## config.mk

```make
export PLATFORM = sky130hd
export DESIGN_NAME = apb_keyed_watchdog_timer
export DESIGN_NICKNAME = d
export VERILOG_FILES = /design/src/hdl/wdt_pkg.sv /design/src/hdl/wdt_key_if.sv /design/src/hdl/apb_keyed_watchdog_timer.sv /design/src/hdl/wdt_in_sync.sv /design/src/hdl/wdt_key_lock.sv
export SDC_FILE = /design/constraint.sdc
export NUM_CORES = 1
export LEC_CHECK = 0
export ABC_AREA = 1
export BUFFER_PORTS_ARGS = -buffer_cell sky130_fd_sc_hd__buf_2
export CAP_MARGIN = 20
export CORE_ASPECT_RATIO = 1.75
export CORE_MARGIN = 2
export CORE_UTILIZATION = 40
export CTS_CLUSTER_SIZE = 10
export DETAILED_ROUTE_END_ITERATION = 10
export PLACE_DENSITY_LB_ADDON = 0.05
export SLEW_MARGIN = 10
export SYNTH_ARGS = -nofsm -noshare
export SYNTH_HDL_FRONTEND = slang
export SYNTH_SLANG_ARGS = --single-unit
```

## constraint.sdc

```tcl
create_clock -name sys_clk -period 1.9 [get_ports sys_clk]
set_clock_uncertainty 0.15 [all_clocks]
set_input_delay 0.19 -clock sys_clk [delete_from_list [all_inputs] [get_ports sys_clk]]
set_output_delay 0.19 -clock sys_clk [all_outputs]
set_load 0.01 [all_outputs]
```

## src/hdl/wdt_pkg.sv

```systemverilog
// constants, types and the register decoder shared by the keyed watchdog
// assumes one clock sys_clk, a synchronous active-high reset and an apb-style slave port
//
// Functional notes
// - irq low while enabled and count is zero
// - enabled watchdog counts down, stops at zero
// - lock machine starts locked after reset
// - unlock: 1234 key a, 5665 key b, 4321 key a
// - other register write abandons key sequence
// - any mapped register write while unlocked relocks
// - counter and control writes only while unlocked
// - 32-bit bus: whole counter at offset zero
// - low-half write loads low data, high buffer
// - low-half read captures high half into buffer
// - high-half write only fills the buffer
// - 16-bit map: 00, 02, 04, 08, 0c
// - 32-bit map: 00, 04, 08, 0c
// - only eight address lsbs decoded
// - control bit 0 enables the watchdog
// - control bit 1 halts counting under debugger
// - countdown paced by the timer clock
// - bus data and address width 16 or 32
package wdt_pkg;
	localparam int HALF_W = 16; // width of one counter half
	localparam int CNT_W = 32; // width of the counter
	localparam int DEC_W = 8; // decoded address lsbs
	localparam logic [7:0] OFS_CNT_LO = 8'h00; // counter, or its low half
	localparam logic [7:0] OFS_CNT_HI = 8'h02; // high half, narrow bus only
	localparam logic [7:0] OFS_CTRL = 8'h04; // control
	localparam logic [7:0] OFS_KEY_A = 8'h08; // first key port
	localparam logic [7:0] OFS_KEY_B = 8'h0c; // second key port
	localparam logic [15:0] KEY_FIRST = 16'h1234; // first key, port a
	localparam logic [15:0] KEY_SECOND = 16'h5665; // second key, port b
	localparam logic [15:0] KEY_THIRD = 16'h4321; // third key, port a
	localparam int CTRL_ON_BIT = 0; // watchdog_on
	localparam int CTRL_HALT_BIT = 1; // halt_in_debug
	localparam logic [31:0] CNT_RST = 32'h0000_0000; // counter after reset
	localparam logic [31:0] CNT_ONE = 32'h0000_0001; // decrement step
	localparam logic [15:0] HALF_RST = 16'h0000; // high buffer after reset

	// register selected by an access
	typedef enum logic [2:0] {SEL_NONE, SEL_CNT_LO, SEL_CNT_HI, SEL_CTRL, SEL_KEY_A, SEL_KEY_B} reg_sel_e;
	// lock machine states
	typedef enum logic [1:0] {LK_LOCKED, LK_GOT_A, LK_GOT_AB, LK_OPEN} lock_e;

	// decode the low address byte for the bus width in use
	function automatic reg_sel_e decode(input logic [7:0] ofs, input logic wide);
		reg_sel_e s;
		s = SEL_NONE;
		unique case (ofs)
			OFS_CNT_LO: s = SEL_CNT_LO;
			OFS_CNT_HI: s = wide ? SEL_NONE : SEL_CNT_HI;
			OFS_CTRL: s = SEL_CTRL;
			OFS_KEY_A: s = SEL_KEY_A;
			OFS_KEY_B: s = SEL_KEY_B;
			default: s = SEL_NONE;
		endcase
		return s;
	endfunction
endpackage

```

## src/hdl/wdt_key_if.sv

```systemverilog
// carrier between the register decoder and the key lock machine
// assumes both ends run on sys_clk
`timescale 1ns/10ps
`default_nettype none
interface wdt_key_if;
	logic wr_stb; // one-cycle write strobe of a decoded register
	wdt_pkg::reg_sel_e wr_sel; // register being written
	logic [15:0] wr_key; // low half of the write data
	logic unlocked; // lock machine is open
	modport regs (output wr_stb, output wr_sel, output wr_key, input unlocked);
	modport lock (input wr_stb, input wr_sel, input wr_key, output unlocked);
endinterface
`default_nettype wire

```

## src/hdl/apb_keyed_watchdog_timer.sv

```systemverilog
// keyed watchdog timer with an apb slave port
// assumes sys_clk drives the apb port, tmr_clk is a slow asynchronous pacing clock
`timescale 1ns/10ps
`default_nettype none
module apb_keyed_watchdog_timer #(
	parameter int DATA_W = 32, // bus data width, 16 or 32
	parameter int ADDR_W = 32 // bus address width, 16 or 32
) (
	input wire logic sys_clk,
	input wire logic srst,
	input wire logic tmr_clk,
	input wire logic [ADDR_W-1:0] paddr,
	input wire logic psel,
	input wire logic penable,
	input wire logic pwrite,
	input wire logic [DATA_W-1:0] pwdata,
	input wire logic debugger_present,
	output logic clock_request,
	output logic pready,
	output logic [DATA_W-1:0] prdata,
	output logic pslverr,
	output logic timeout_irq_n
);
	// wide bus selects the single counter register
	localparam logic WIDE = (DATA_W == wdt_pkg::CNT_W);

	// decoded access
	logic [7:0] ofs; // low address byte
	wdt_pkg::reg_sel_e sel; // decoded register
	logic wr_acc; // write in its access phase
	logic rd_setup; // read in its setup phase
	logic rd_acc; // read in its access phase

	// register state
	logic [31:0] cnt_r; // watchdog counter
	logic [31:0] cnt_nxt; // counter next value
	logic [15:0] hi_buf_r; // high half buffer
	logic on_r; // watchdog_on
	logic halt_r; // halt_in_debug
	logic [DATA_W-1:0] rdata_r; // read data register
	logic irq_n_r; // timeout interrupt, active low

	// timer pacing
	logic tmr_level; // synchronised timer clock
	logic tmr_tick; // one pulse per timer clock rise
	logic dbg_level; // synchronised debugger flag
	logic halt_now; // counting stopped for the debugger
	logic cnt_zero; // counter at zero
	logic cnt_wr; // unlocked counter load this cycle
	logic ctrl_wr; // unlocked control write this cycle

	// carrier to the lock machine
	wdt_key_if kif ();

	// only the eight lsbs take part in the decode
	assign ofs = paddr[wdt_pkg::DEC_W-1:0];
	// offsets per bus width
	assign sel = wdt_pkg::decode(ofs, WIDE);

	// zero wait states, every transfer completes
	assign pready = 1'b1;
	// no errors are ever signalled
	assign pslverr = 1'b0;

	// phase qualifiers
	assign wr_acc = psel & penable & pwrite;
	assign rd_setup = psel & ~penable & ~pwrite;
	assign rd_acc = psel & penable & ~pwrite;

	// drive the lock machine with mapped writes
	assign kif.wr_stb = wr_acc & (sel != wdt_pkg::SEL_NONE);
	assign kif.wr_sel = sel;
	assign kif.wr_key = pwdata[wdt_pkg::HALF_W-1:0];

	// key lock machine
	wdt_key_lock u_lock (
		.sys_clk(sys_clk),
		.srst(srst),
		.kif(kif)
	);

	// timer clock edges, sampled on sys_clk
	wdt_in_sync u_tmr_sync (
		.sys_clk(sys_clk),
		.srst(srst),
		.async_in(tmr_clk),
		.level(tmr_level),
		.rise(tmr_tick)
	);

	// debugger flag from outside the clock domain
	wdt_in_sync u_dbg_sync (
		.sys_clk(sys_clk),
		.srst(srst),
		.async_in(debugger_present),
		.level(dbg_level),
		.rise()
	);

	// guarded writes: locked writes leave contents unchanged
	assign cnt_wr = wr_acc & kif.unlocked & (sel == wdt_pkg::SEL_CNT_LO);
	assign ctrl_wr = wr_acc & kif.unlocked & (sel == wdt_pkg::SEL_CTRL);

	// debug halt applies only with halt_in_debug set
	assign halt_now = halt_r & dbg_level;
	assign cnt_zero = (cnt_r == wdt_pkg::CNT_RST);

	// ask for the timer clock while a decrement is pending
	assign clock_request = on_r & ~cnt_zero & ~halt_now;

	// counter next value: a load beats a decrement
	always_comb begin
		cnt_nxt = cnt_r;
		if (cnt_wr) begin
			if (WIDE) begin
				cnt_nxt = 32'(pwdata);
			end else begin
				cnt_nxt = {hi_buf_r, pwdata[wdt_pkg::HALF_W-1:0]};
			end
		end else if (on_r && !cnt_zero && !halt_now && tmr_tick) begin
			// one step per timer clock rise, halts at zero
			cnt_nxt = cnt_r - wdt_pkg::CNT_ONE;
		end
	end

	// counter register
	always_ff @(posedge sys_clk) begin
		if (srst) begin
			cnt_r <= wdt_pkg::CNT_RST;
		end else begin
			cnt_r <= cnt_nxt;
		end
	end

	// high half buffer: filled by a high write, or by a low read
	always_ff @(posedge sys_clk) begin
		if (srst) begin
			hi_buf_r <= wdt_pkg::HALF_RST;
		end else if (!WIDE && wr_acc && kif.unlocked && sel == wdt_pkg::SEL_CNT_HI) begin
			// only the buffer changes, the counter waits for a low write
			hi_buf_r <= pwdata[wdt_pkg::HALF_W-1:0];
		end else if (!WIDE && rd_acc && sel == wdt_pkg::SEL_CNT_LO) begin
			// snapshot so a later high read matches this low read
			hi_buf_r <= cnt_r[wdt_pkg::CNT_W-1:wdt_pkg::HALF_W];
		end
	end

	// control register: enable and debug halt
	always_ff @(posedge sys_clk) begin
		if (srst) begin
			// watchdog starts disabled
			on_r <= 1'b0;
			halt_r <= 1'b0;
		end else if (ctrl_wr) begin
			on_r <= pwdata[wdt_pkg::CTRL_ON_BIT];
			halt_r <= pwdata[wdt_pkg::CTRL_HALT_BIT];
		end
	end

	// read data, loaded in the setup phase so it stands in the access phase
	always_ff @(posedge sys_clk) begin
		if (srst) begin
			rdata_r <= '0;
		end else if (rd_setup) begin
			unique case (sel)
				wdt_pkg::SEL_CNT_LO: begin
					if (WIDE) begin
						rdata_r <= DATA_W'(cnt_r);
					end else begin
						rdata_r <= DATA_W'(cnt_r[wdt_pkg::HALF_W-1:0]);
					end
				end
				// buffered upper half
				wdt_pkg::SEL_CNT_HI: rdata_r <= DATA_W'(hi_buf_r);
				// enable and halt bits, the rest read zero
				wdt_pkg::SEL_CTRL: rdata_r <= DATA_W'({halt_r, on_r});
				// write-only keys and unmapped offsets read zero
				default: rdata_r <= '0;
			endcase
		end
	end

	assign prdata = rdata_r;

	// timeout interrupt: enabled and counted out
	always_ff @(posedge sys_clk) begin
		if (srst) begin
			irq_n_r <= 1'b1;
		end else begin
			irq_n_r <= ~(on_r & cnt_zero);
		end
	end

	assign timeout_irq_n = irq_n_r;

	// interrupt follows enable and zero count one cycle later
	a_irq_on_zero: assert property (@(posedge sys_clk) disable iff (srst)
		(on_r && cnt_zero) |=> !timeout_irq_n)
		else $error("timeout interrupt not raised at zero");
	a_irq_quiet: assert property (@(posedge sys_clk) disable iff (srst)
		!(on_r && cnt_zero) |=> timeout_irq_n)
		else $error("timeout interrupt raised without cause");

	// each timer tick takes exactly one off a running count
	a_count_step: assert property (@(posedge sys_clk) disable iff (srst)
		(tmr_tick && on_r && !cnt_zero && !halt_now && !cnt_wr) |=> cnt_r == $past(cnt_r) - wdt_pkg::CNT_ONE)
		else $error("counter did not decrement by one");

	// a zero count stays at zero until reloaded
	a_zero_holds: assert property (@(posedge sys_clk) disable iff (srst)
		(cnt_zero && !cnt_wr) |=> cnt_zero)
		else $error("counter moved below zero");

	// locked writes leave control untouched
	a_locked_ctrl: assert property (@(posedge sys_clk) disable iff (srst)
		(wr_acc && !kif.unlocked && sel == wdt_pkg::SEL_CTRL) |=> $stable(on_r) && $stable(halt_r))
		else $error("control changed while locked");

	// wide bus loads the whole counter
	a_full_load: assert property (@(posedge sys_clk) disable iff (srst)
		(WIDE && cnt_wr) |=> cnt_r == 32'($past(pwdata)))
		else $error("counter not loaded from write data");

	// narrow bus joins buffer and low data
	a_low_load: assert property (@(posedge sys_clk) disable iff (srst)
		(!WIDE && cnt_wr) |=> cnt_r == {$past(hi_buf_r), $past(pwdata[wdt_pkg::HALF_W-1:0])})
		else $error("counter not loaded from buffer and low data");

	// low read snapshots the high half
	a_hi_capture: assert property (@(posedge sys_clk) disable iff (srst)
		(!WIDE && rd_acc && sel == wdt_pkg::SEL_CNT_LO) |=> hi_buf_r == $past(cnt_r[wdt_pkg::CNT_W-1:wdt_pkg::HALF_W]))
		else $error("high half not captured on low read");

	// high write touches only the buffer
	a_hi_write: assert property (@(posedge sys_clk) disable iff (srst)
		(!WIDE && wr_acc && sel == wdt_pkg::SEL_CNT_HI && !tmr_tick) |=> $stable(cnt_r))
		else $error("counter changed on high half write");

	// debug halt freezes the count
	a_debug_halt: assert property (@(posedge sys_clk) disable iff (srst)
		(halt_r && dbg_level && !cnt_wr) |=> $stable(cnt_r))
		else $error("counter moved during debug halt");

	// enable bit lands from write data bit zero
	a_ctrl_enable: assert property (@(posedge sys_clk) disable iff (srst)
		ctrl_wr |=> on_r == $past(pwdata[wdt_pkg::CTRL_ON_BIT]))
		else $error("watchdog_on not taken from bit zero");

	// clock request tracks a pending decrement
	a_clk_request: assert property (@(posedge sys_clk) disable iff (srst)
		(on_r && !cnt_zero && !halt_now) |-> clock_request)
		else $error("clock request missing");

	// no clock request when nothing is left to count
	a_clk_stop: assert property (@(posedge sys_clk) disable iff (srst)
		(!on_r || cnt_zero || halt_now) |-> !clock_request)
		else $error("clock request without pending decrement");

	// debugger with halt_in_debug set drops the clock request
	a_dbg_request: assert property (@(posedge sys_clk) disable iff (srst)
		(halt_r && dbg_level) |-> !clock_request)
		else $error("clock requested during debug halt");

	// ready high and no error on every access
	a_no_wait: assert property (@(posedge sys_clk) disable iff (srst)
		(psel && penable) |-> (pready && !pslverr))
		else $error("transfer stalled or errored");

	// disabled straight after reset
	a_reset_off: assert property (@(posedge sys_clk) disable iff (srst)
		$past(srst) |-> (!on_r && !halt_r && timeout_irq_n))
		else $error("watchdog enabled after reset");

	// counter and high buffer start cleared
	a_reset_count: assert property (@(posedge sys_clk) disable iff (srst)
		$past(srst) |-> (cnt_zero && hi_buf_r == wdt_pkg::HALF_RST))
		else $error("counter or buffer not cleared by reset");

	// debug halt bit lands from write data bit one
	a_ctrl_halt: assert property (@(posedge sys_clk) disable iff (srst)
		ctrl_wr |=> halt_r == $past(pwdata[wdt_pkg::CTRL_HALT_BIT]))
		else $error("halt_in_debug not taken from bit one");

	// locked counter writes leave the count alone apart from ticks
	a_locked_cnt: assert property (@(posedge sys_clk) disable iff (srst)
		(wr_acc && !kif.unlocked && sel == wdt_pkg::SEL_CNT_LO && !tmr_tick) |=> $stable(cnt_r))
		else $error("counter changed on a locked write");

	// locked high-half writes leave the buffer alone
	a_locked_hi: assert property (@(posedge sys_clk) disable iff (srst)
		(!WIDE && wr_acc && !kif.unlocked && sel == wdt_pkg::SEL_CNT_HI) |=> $stable(hi_buf_r))
		else $error("high buffer changed on a locked write");

	// control read returns both control bits
	a_rd_ctrl: assert property (@(posedge sys_clk) disable iff (srst)
		(rd_setup && sel == wdt_pkg::SEL_CTRL) |=> prdata == DATA_W'({$past(halt_r), $past(on_r)}))
		else $error("control read data wrong");

	// high-half read returns the buffer
	a_rd_hi: assert property (@(posedge sys_clk) disable iff (srst)
		(!WIDE && rd_setup && sel == wdt_pkg::SEL_CNT_HI) |=> prdata == DATA_W'($past(hi_buf_r)))
		else $error("high half read data wrong");

	// wide bus reads the whole counter
	a_rd_full: assert property (@(posedge sys_clk) disable iff (srst)
		(WIDE && rd_setup && sel == wdt_pkg::SEL_CNT_LO) |=> prdata == DATA_W'($past(cnt_r)))
		else $error("counter read data wrong");

	// key ports are write only and read zero
	a_rd_keys: assert property (@(posedge sys_clk) disable iff (srst)
		(rd_setup && (sel == wdt_pkg::SEL_KEY_A || sel == wdt_pkg::SEL_KEY_B)) |=> prdata == '0)
		else $error("key port read not zero");

	// wide bus has no high-half register
	a_wide_no_hi: assert property (@(posedge sys_clk) disable iff (srst)
		WIDE |-> sel != wdt_pkg::SEL_CNT_HI)
		else $error("high half decoded on wide bus");

	// disabled watchdog does not count
	a_off_no_count: assert property (@(posedge sys_clk) disable iff (srst)
		(!on_r && !cnt_wr) |=> $stable(cnt_r))
		else $error("counter moved while disabled");

	// disabled watchdog keeps the interrupt quiet
	a_irq_off: assert property (@(posedge sys_clk) disable iff (srst)
		!on_r |=> timeout_irq_n)
		else $error("interrupt raised while disabled");

	// without a timer tick the count only moves by a load
	a_no_tick_hold: assert property (@(posedge sys_clk) disable iff (srst)
		(!tmr_tick && !cnt_wr) |=> $stable(cnt_r))
		else $error("counter moved without a timer tick");

	// read data stands until the next read setup phase
	a_rdata_hold: assert property (@(posedge sys_clk) disable iff (srst)
		!rd_setup |=> $stable(prdata))
		else $error("read data changed outside a read setup");
endmodule
`default_nettype wire

```

## src/hdl/wdt_in_sync.sv

```systemverilog
// three-stage synchroniser for one level from outside sys_clk, with rise pulse
// assumes the input may change at any time relative to sys_clk
`timescale 1ns/10ps
`default_nettype none
module wdt_in_sync (
	input wire logic sys_clk,
	input wire logic srst,
	input wire logic async_in,
	output logic level,
	output logic rise
);
	logic s1_r; // first stage, read only by s2_r
	logic s2_r; // second stage
	logic s3_r; // third stage
	logic level_r; // accepted level

	// shift chain
	always_ff @(posedge sys_clk) begin
		if (srst) begin
			s1_r <= 1'b0;
			s2_r <= 1'b0;
			s3_r <= 1'b0;
		end else begin
			s1_r <= async_in;
			s2_r <= s1_r;
			s3_r <= s2_r;
		end
	end

	// accept a change once stages two and three agree
	always_ff @(posedge sys_clk) begin
		if (srst) begin
			level_r <= 1'b0;
		end else if (s2_r == s3_r) begin
			level_r <= s3_r;
		end
	end

	assign level = level_r;
	assign rise = s2_r & s3_r & ~level_r;
endmodule
`default_nettype wire

```

## src/hdl/wdt_key_lock.sv

```systemverilog
// key lock machine guarding counter and control writes
// assumes write strobes come from the register decoder on sys_clk
`timescale 1ns/10ps
`default_nettype none
module wdt_key_lock (
	input wire logic sys_clk,
	input wire logic srst,
	wdt_key_if.lock kif
);
	wdt_pkg::lock_e st_r; // current lock state
	wdt_pkg::lock_e st_nxt; // next lock state

	// next state on each register write
	always_comb begin
		st_nxt = st_r;
		if (kif.wr_stb) begin
			st_nxt = wdt_pkg::LK_LOCKED; // any other write breaks the sequence
			unique case (st_r)
				wdt_pkg::LK_LOCKED: begin
					if (kif.wr_sel == wdt_pkg::SEL_KEY_A && kif.wr_key == wdt_pkg::KEY_FIRST) begin
						st_nxt = wdt_pkg::LK_GOT_A;
					end
				end
				wdt_pkg::LK_GOT_A: begin
					if (kif.wr_sel == wdt_pkg::SEL_KEY_B && kif.wr_key == wdt_pkg::KEY_SECOND) begin
						st_nxt = wdt_pkg::LK_GOT_AB;
					end
				end
				wdt_pkg::LK_GOT_AB: begin
					if (kif.wr_sel == wdt_pkg::SEL_KEY_A && kif.wr_key == wdt_pkg::KEY_THIRD) begin
						st_nxt = wdt_pkg::LK_OPEN;
					end
				end
				wdt_pkg::LK_OPEN: st_nxt = wdt_pkg::LK_LOCKED;
			endcase
		end
	end

	// state register, locked after reset
	always_ff @(posedge sys_clk) begin
		if (srst) begin
			st_r <= wdt_pkg::LK_LOCKED;
		end else begin
			st_r <= st_nxt;
		end
	end

	assign kif.unlocked = (st_r == wdt_pkg::LK_OPEN);

	a_lock_at_reset: assert property (@(posedge sys_clk) disable iff (srst) $past(srst) |-> !kif.unlocked)
		else $error("lock machine not locked after reset");
	a_key_sequence: assert property (@(posedge sys_clk) disable iff (srst)
		(st_r == wdt_pkg::LK_GOT_AB && kif.wr_stb && kif.wr_sel == wdt_pkg::SEL_KEY_A
		&& kif.wr_key == wdt_pkg::KEY_THIRD) |=> kif.unlocked)
		else $error("third key did not unlock");
	a_seq_abandon: assert property (@(posedge sys_clk) disable iff (srst)
		(st_r == wdt_pkg::LK_GOT_A && kif.wr_stb && kif.wr_sel != wdt_pkg::SEL_KEY_B)
		|=> st_r == wdt_pkg::LK_LOCKED ##1 !kif.unlocked)
		else $error("key sequence not abandoned");
	a_write_relocks: assert property (@(posedge sys_clk) disable iff (srst)
		(kif.unlocked && kif.wr_stb) |=> !kif.unlocked)
		else $error("write while unlocked did not relock");
endmodule
`default_nettype wire

```

### After elaboration in Yosys (flattened, before gate mapping)

Index checks and enable logic that the tools add are counted.

| cells by class | value |
|---|---|
| $add $sub $neg | 1 |
| eq/ne operators | 15 |
| multiplexer cells | 8 |
| bitwise gates (word level) | 20 |
| reduce and logical (&&, ||, !) cells | 13 |

Operator list:

| kind | number |
|---|---|
| two-way mux 32 bit | 2 |
| case mux 32 bit (2 select lines) | 1 |
| == test 16 x 15 -> 1 bit (second input constant) | 2 |
| zero test 32 bit | 1 |
| subtractor 32 x 1 -> 32 bit (second input constant) | 1 |
| == test 16 x 13 -> 1 bit (second input constant) | 1 |
| == test 8 x 4 -> 1 bit (second input constant) | 2 |
| AND 1 bit | 14 |
| case mux 3 bit (4 select lines) | 1 |
| == test 8 x 3 -> 1 bit (second input constant) | 1 |
| zero test 8 bit | 1 |
| case mux 2 bit (4 select lines) | 1 |
| == test 3 bit (second input constant) | 2 |
| logical AND 1 bit | 6 |
| NOT 1 bit | 6 |
| == test 2 bit (second input constant) | 2 |
| two-way mux 2 bit | 2 |
| == test 3 x 1 -> 1 bit (second input constant) | 1 |
| == test 3 x 2 -> 1 bit (second input constant) | 1 |
| nonzero test 3 bit | 1 |
| == test 1 bit | 2 |
| == test 2 x 1 -> 1 bit (second input constant) | 1 |
| zero test 1 bit | 2 |
| zero test 2 bit | 1 |
| 2 further kinds | 2 |

| word-level totals | value |
|---|---|
| register bits after elaboration | 77 |
| input port bits | 71 |
| output and inout bits | 36 |
| logic and storage cells | 71 |

### Logic depth before layout (Yosys ltp)

| logic depth | value |
|---|---|
| word-level depth | 7 |
| gate-level depth with buffers | 12 |
| mapped depth without buffers | 12 |

### Modules after synthesis

From an unflattened synthesis, not the netlist that was laid out.

| unflattened totals | value |
|---|---|
| cell total of the unflattened synthesis | 770 |
| area, all modules | 4658.2 µm² |

Modules (own cells, without submodules):

| module | instances | cells each | area each (µm²) | seq. area each (µm²) |
|---|---|---|---|---|
| apb_keyed_watchdog_timer | 1 | 665 | 4053.9 | 1341.3 |
| wdt_key_lock | 1 | 67 | 309.0 | 40.0 |
| wdt_in_sync | 2 | 19 | 147.6 | 80.1 |

### Least setup slack after synthesis

Ideal clock, no wire load.

| timing | value |
|---|---|
| path kind | flip-flop to flip-flop |
| from | reg cnt_r[0] |
| to | reg cnt_r[10] |
| library setup time | 0.132 ns |
| arrival time | 1.468 ns |
| data required time | 1.618 ns |
| setup slack | 0.149 ns |
| stages on the path, launching flop included | 11 |
| buffers on the path | 1 |
| clock period less this slack | 1.751 ns |
| cells stage by stage | dfxtp_1 inv_1 ha_1 nand2_2 nor2_4 nand4_4 nand3_4 nand2_4 buf_2 nand2_1 a21oi_1 |

| between the ends | value |
|---|---|
| word-level cells in the longest chain between the ends | 6 |
| elaborated cells between the ends (all ways) | 9 |
| classes of those cells | add/sub: 1; mux: 2; reduce/logical: 6 |

RTL lines:

| item | line | source |
|---|---|---|
| start, declared | apb_keyed_watchdog_timer.sv:35 | `logic [31:0] cnt_r;` |
| start signal, assigned | apb_keyed_watchdog_timer.sv:129 | `cnt_r <= wdt_pkg::CNT_RST;` |
| start signal, assigned | apb_keyed_watchdog_timer.sv:131 | `cnt_r <= cnt_nxt;` |
| branches (longest 6 deep; another with subtractor 32 x 1 -> 32 bit) | -- |  |

Parallel ways; which one is timed is not known. The select of a mux whose other input is x is not followed.
A chain may end at the register's enable or synchronous reset.

### Worst setup path after layout

| timing | value |
|---|---|
| from | reg cnt_r[29] |
| to | out clock_request |

| between the ends | value |
|---|---|
| word-level cells in the longest chain between the ends | 4 |

RTL lines:

| item | line | source |
|---|---|---|
| zero test 32 bit | apb_keyed_watchdog_timer.sv:106 | `assign cnt_zero = (cnt_r == wdt_pkg::CNT_RST);` |
| NOT 1 bit | apb_keyed_watchdog_timer.sv:109 | `assign clock_request = on_r & ~cnt_zero & ~halt_now;` |
| AND 1 bit (2 in a row) | apb_keyed_watchdog_timer.sv:109 |  |
| end, declared | apb_keyed_watchdog_timer.sv:18 | `output logic clock_request,` |

Every way passes these cells.

==> flow_metrics.py <==
metrics = {
    "logic_synthesis": {
        "ys_ff_latch": 77,
        "synth.avg_cell_area_um2": 6.26,
        "synth_cell_types": 34,
        "yosysSeqAreaShare": 0.340,
        "syn-num-nets": 798,
        "ys_warn_count": 0,
        "netlist_instances": 725,
        "syn_area_mm2": 0.00454,
    },
    "die": {
        "die_h_um": 145,
        "std_cell_rows": 51,
        "core_area_mm2": 0.0111,
        "ioPinCount": 107,
        "die_w_um": 84.5,
        "start_util": 0.409,
        "fp.dieArea_mm2": 0.0123,
    },
    "global_routing": {
        "grt_max_degree": 65,
        "antenna_found_initial": 0,
        "grt_pass1_vias": 4975,
        "grt.overflow.total": 0,
        "grt_first_pass_wirelength_um": 23600,
        "grtUsageTotal": 0.243,
    },
    "power": {
        "peakVddDrop_v": 0.000441,
        "fin_total_pwr_mw": 3.63,
        "power_density_mw_per_mm2": 624,
        "p_leak_nw": 2.91,
    },
    "cts": {
        "cts_tree": "yes",
        "worstSkewPairLatency_ns": 0.34,
        "clockBufferDepth": 2,
        "htree_levels": 3,
        "cts_root_buf": "clkbuf_16",
        "clkSinkCount": 77,
        "cts_inserted_buffers": 9,
        "clkSlewWorstSetupHoldPaths_ns": 0.06,
    },
    "drt": {
        "routed_wl_um": 14700,
        "drt-pass1-iter-count": 5,
        "wl_per_cell_um": 15.1,
        "ant_nets": 0,
        "drt_iter0_markers": 234,
        "drc": 0,
        "routed-via-count": 4997,
        "via_per_inst": 5.14,
    },
    "place": {
        "dpl_cell_area_mm2": 0.00528,
        "port_buffers": 80,
        "hpwl_um": 11000,
        "place_congestion": 0.935,
    },
    "setup_path": {
        "slowest_delay_ns": 0.35,
        "cp_max_fo": 4,
        "reg2reg_from": "cnt_r[2]",
        "rr_worst_depth": 10,
        "critPathSlowestCell": "dfxtp_1",
        "cp_data_required_time_ns": 1.56,
        "path_class": "flip-flop to output pin",
        "cp_cell_sequence": "nor2_2 > nand3_2 > nor2_4 > nand4_4 > inv_2 > nor3_2 > buf_2",
        "arrival_ns": 1.52,
        "cp-start-kind": "flip-flop",
        "setup.worst_path.end_class": "output pin",
        "setup.worst_path.start": "cnt_r[29]",
    },
    "final_layout": {
        "mostFrequentLayoutCell": "nand2_1",
        "syn_to_final_growth_pct": 27.9,
        "final_nets": 909,
        "diodes": 0,
        "fin_util": 0.523,
        "mostFrequentLayoutCells": "178 x nand2_1, 96 x nor2_1, 83 x nand3_1",
        "stdcell_area_mm2": 0.00581,
        "final_layout_size_suffix_gt1_frac": 0.253,
    },
    "sta": {
        "fmax_mhz": 539,
        "final.period_utilization": 0.977,
        "min_period_ns": 1.86,
        "setup_viol": 0,
        "slew_violations": 0,
        "grt_setup_unrepaired": "yes",
        "hold_violations": 0,
    },
    "outcome": {
        "status": "complete, no violations",
    },
    "worst_hold_path": {
        "hold_start": "pwdata[31]",
        "hold_class": "input port to flip-flop",
        "min_path_cells": 5,
    },
    "run": {
        "maxCapViolations": 0,
    },
}
-- final timing paths --
| check | end | slack, ns |
|---|---|---|
| min | cnt_r[31] | 0.04 |
| max reg2reg | cnt_r[22] | 0.14 |
| min reg2reg | u_dbg_sync.s2_r | 0.26 |
| max | clock_request | 0.04 |
-- sequential cells by signal, indices dropped and copies added, names as in the netlist --
| signal | flops |
|---|---|
| u_dbg_sync.s1_r | 1 |
| timeout_irq_n | 1 |
| u_tmr_sync.s1_r | 1 |
| prdata | 32 |
| u_tmr_sync.s3_r | 1 |
| cnt_r | 32 |
| u_dbg_sync.s3_r | 1 |
| u_dbg_sync.s2_r | 1 |
| u_dbg_sync.level | 1 |
| u_tmr_sync.level | 1 |
| on_r | 1 |
| u_lock.st_r | 2 |
| halt_r | 1 |
| u_tmr_sync.s2_r | 1 |
-- worst max-delay path, delay by kind of cell, from the launching register on --
family        cells  cell delay (ns)
buf+inv           2             0.23
flops             1             0.35
simple gates      5             0.59
-- Yosys cell counts (all sizes together) --
cell	n	share of area
xor2	6	0.012
nor2	127	0.12
nor3	5	0.0080
nor3b	1	0.0028
conb	2	0.0017
o211ai	2	0.0033
buf	15	0.027
nor4	1	0.0014
ha	2	0.0055
and2	2	0.0028
nand2	187	0.16
o21ai	57	0.063
clkinv	1	0.0019
inv	68	0.056
nand3b	3	0.0050
dfxtp	77	0.34
nand3	86	0.098
clkbuf	21	0.017
nand4	14	0.023
mux2i	1	0.0022
a21oi	47	0.052
-- where the power goes --
part           internal [mW]  switching, mW  total [mW]
clock                   1.02          0.714        1.73
sequential              1.65         0.0160        1.67
combinational         0.0960          0.132       0.228
-- what timing repair did --
item,4_1_cts,5_1_grt
gates cloned,0,0
endpoints found under the setup margin,20,23
hold endpoints to repair,3,0
pin swaps,9,11
gates resized for setup,15,31
hold buffers,3,0
buffers inserted,4,8
-- cells by family after synthesis --
logic type,count (synthesis),synth area share
buffers and inverters,105,0.103
flip-flops,77,0.340
other,2,0.00165
adder cells (fa/ha/maj),2,0.00551
XOR/XNOR,6,0.0116
AND/OR/NAND/NOR,426,0.419
multiplexers,1,0.00221
AO/OA/AOI/OAI,106,0.118
-- metrics by stage --
stage / hold slack (ns) / setup TNS [ns] / std cells / setup WS, ns
final: 0.0374 / 0 / 973 / 0.0444
after CTS: 0.0314 / 0 / 965 / 0.00449
after detailed placement: 0.248 / -0.189 / 942 / -0.0334
after global routing: 0.0644 / -0.0571 / 973 / -0.0334
after floorplan: 0.147 / 0 / 725 / 0.149
after global placement: 0.245 / 0 / 942 / 0.0133
-- metal layers --
metal | track usage | wire length, µm | share of wire | up-vias
li1 | - | - | - | 2545
met1 | 0.257 | 5700 | 0.39 | 2277
met2 | 0.449 | 7860 | 0.54 | 141
met3 | 0.0307 | 519 | 0.035 | 34
met4 | 0.133 | 607 | 0.041 | 0
met5 | 0 | 0 | 0 | -
-- area by class of cell --
| class | instances | area (µm²) |
|---|---|---|
| fillers | 1222 | 5300 |
| multi-input cells | 543 | 2630 |
| flip-flops and latches | 77 | 1560 |
| repair buffers | 136 | 895 |
| inverters | 69 | 269 |
| clock buffers | 10 | 229 |
| well taps | 132 | 165 |
| clock inverters | 6 | 63.8 |
Note: power is estimated with default switching activity, not from simulation.
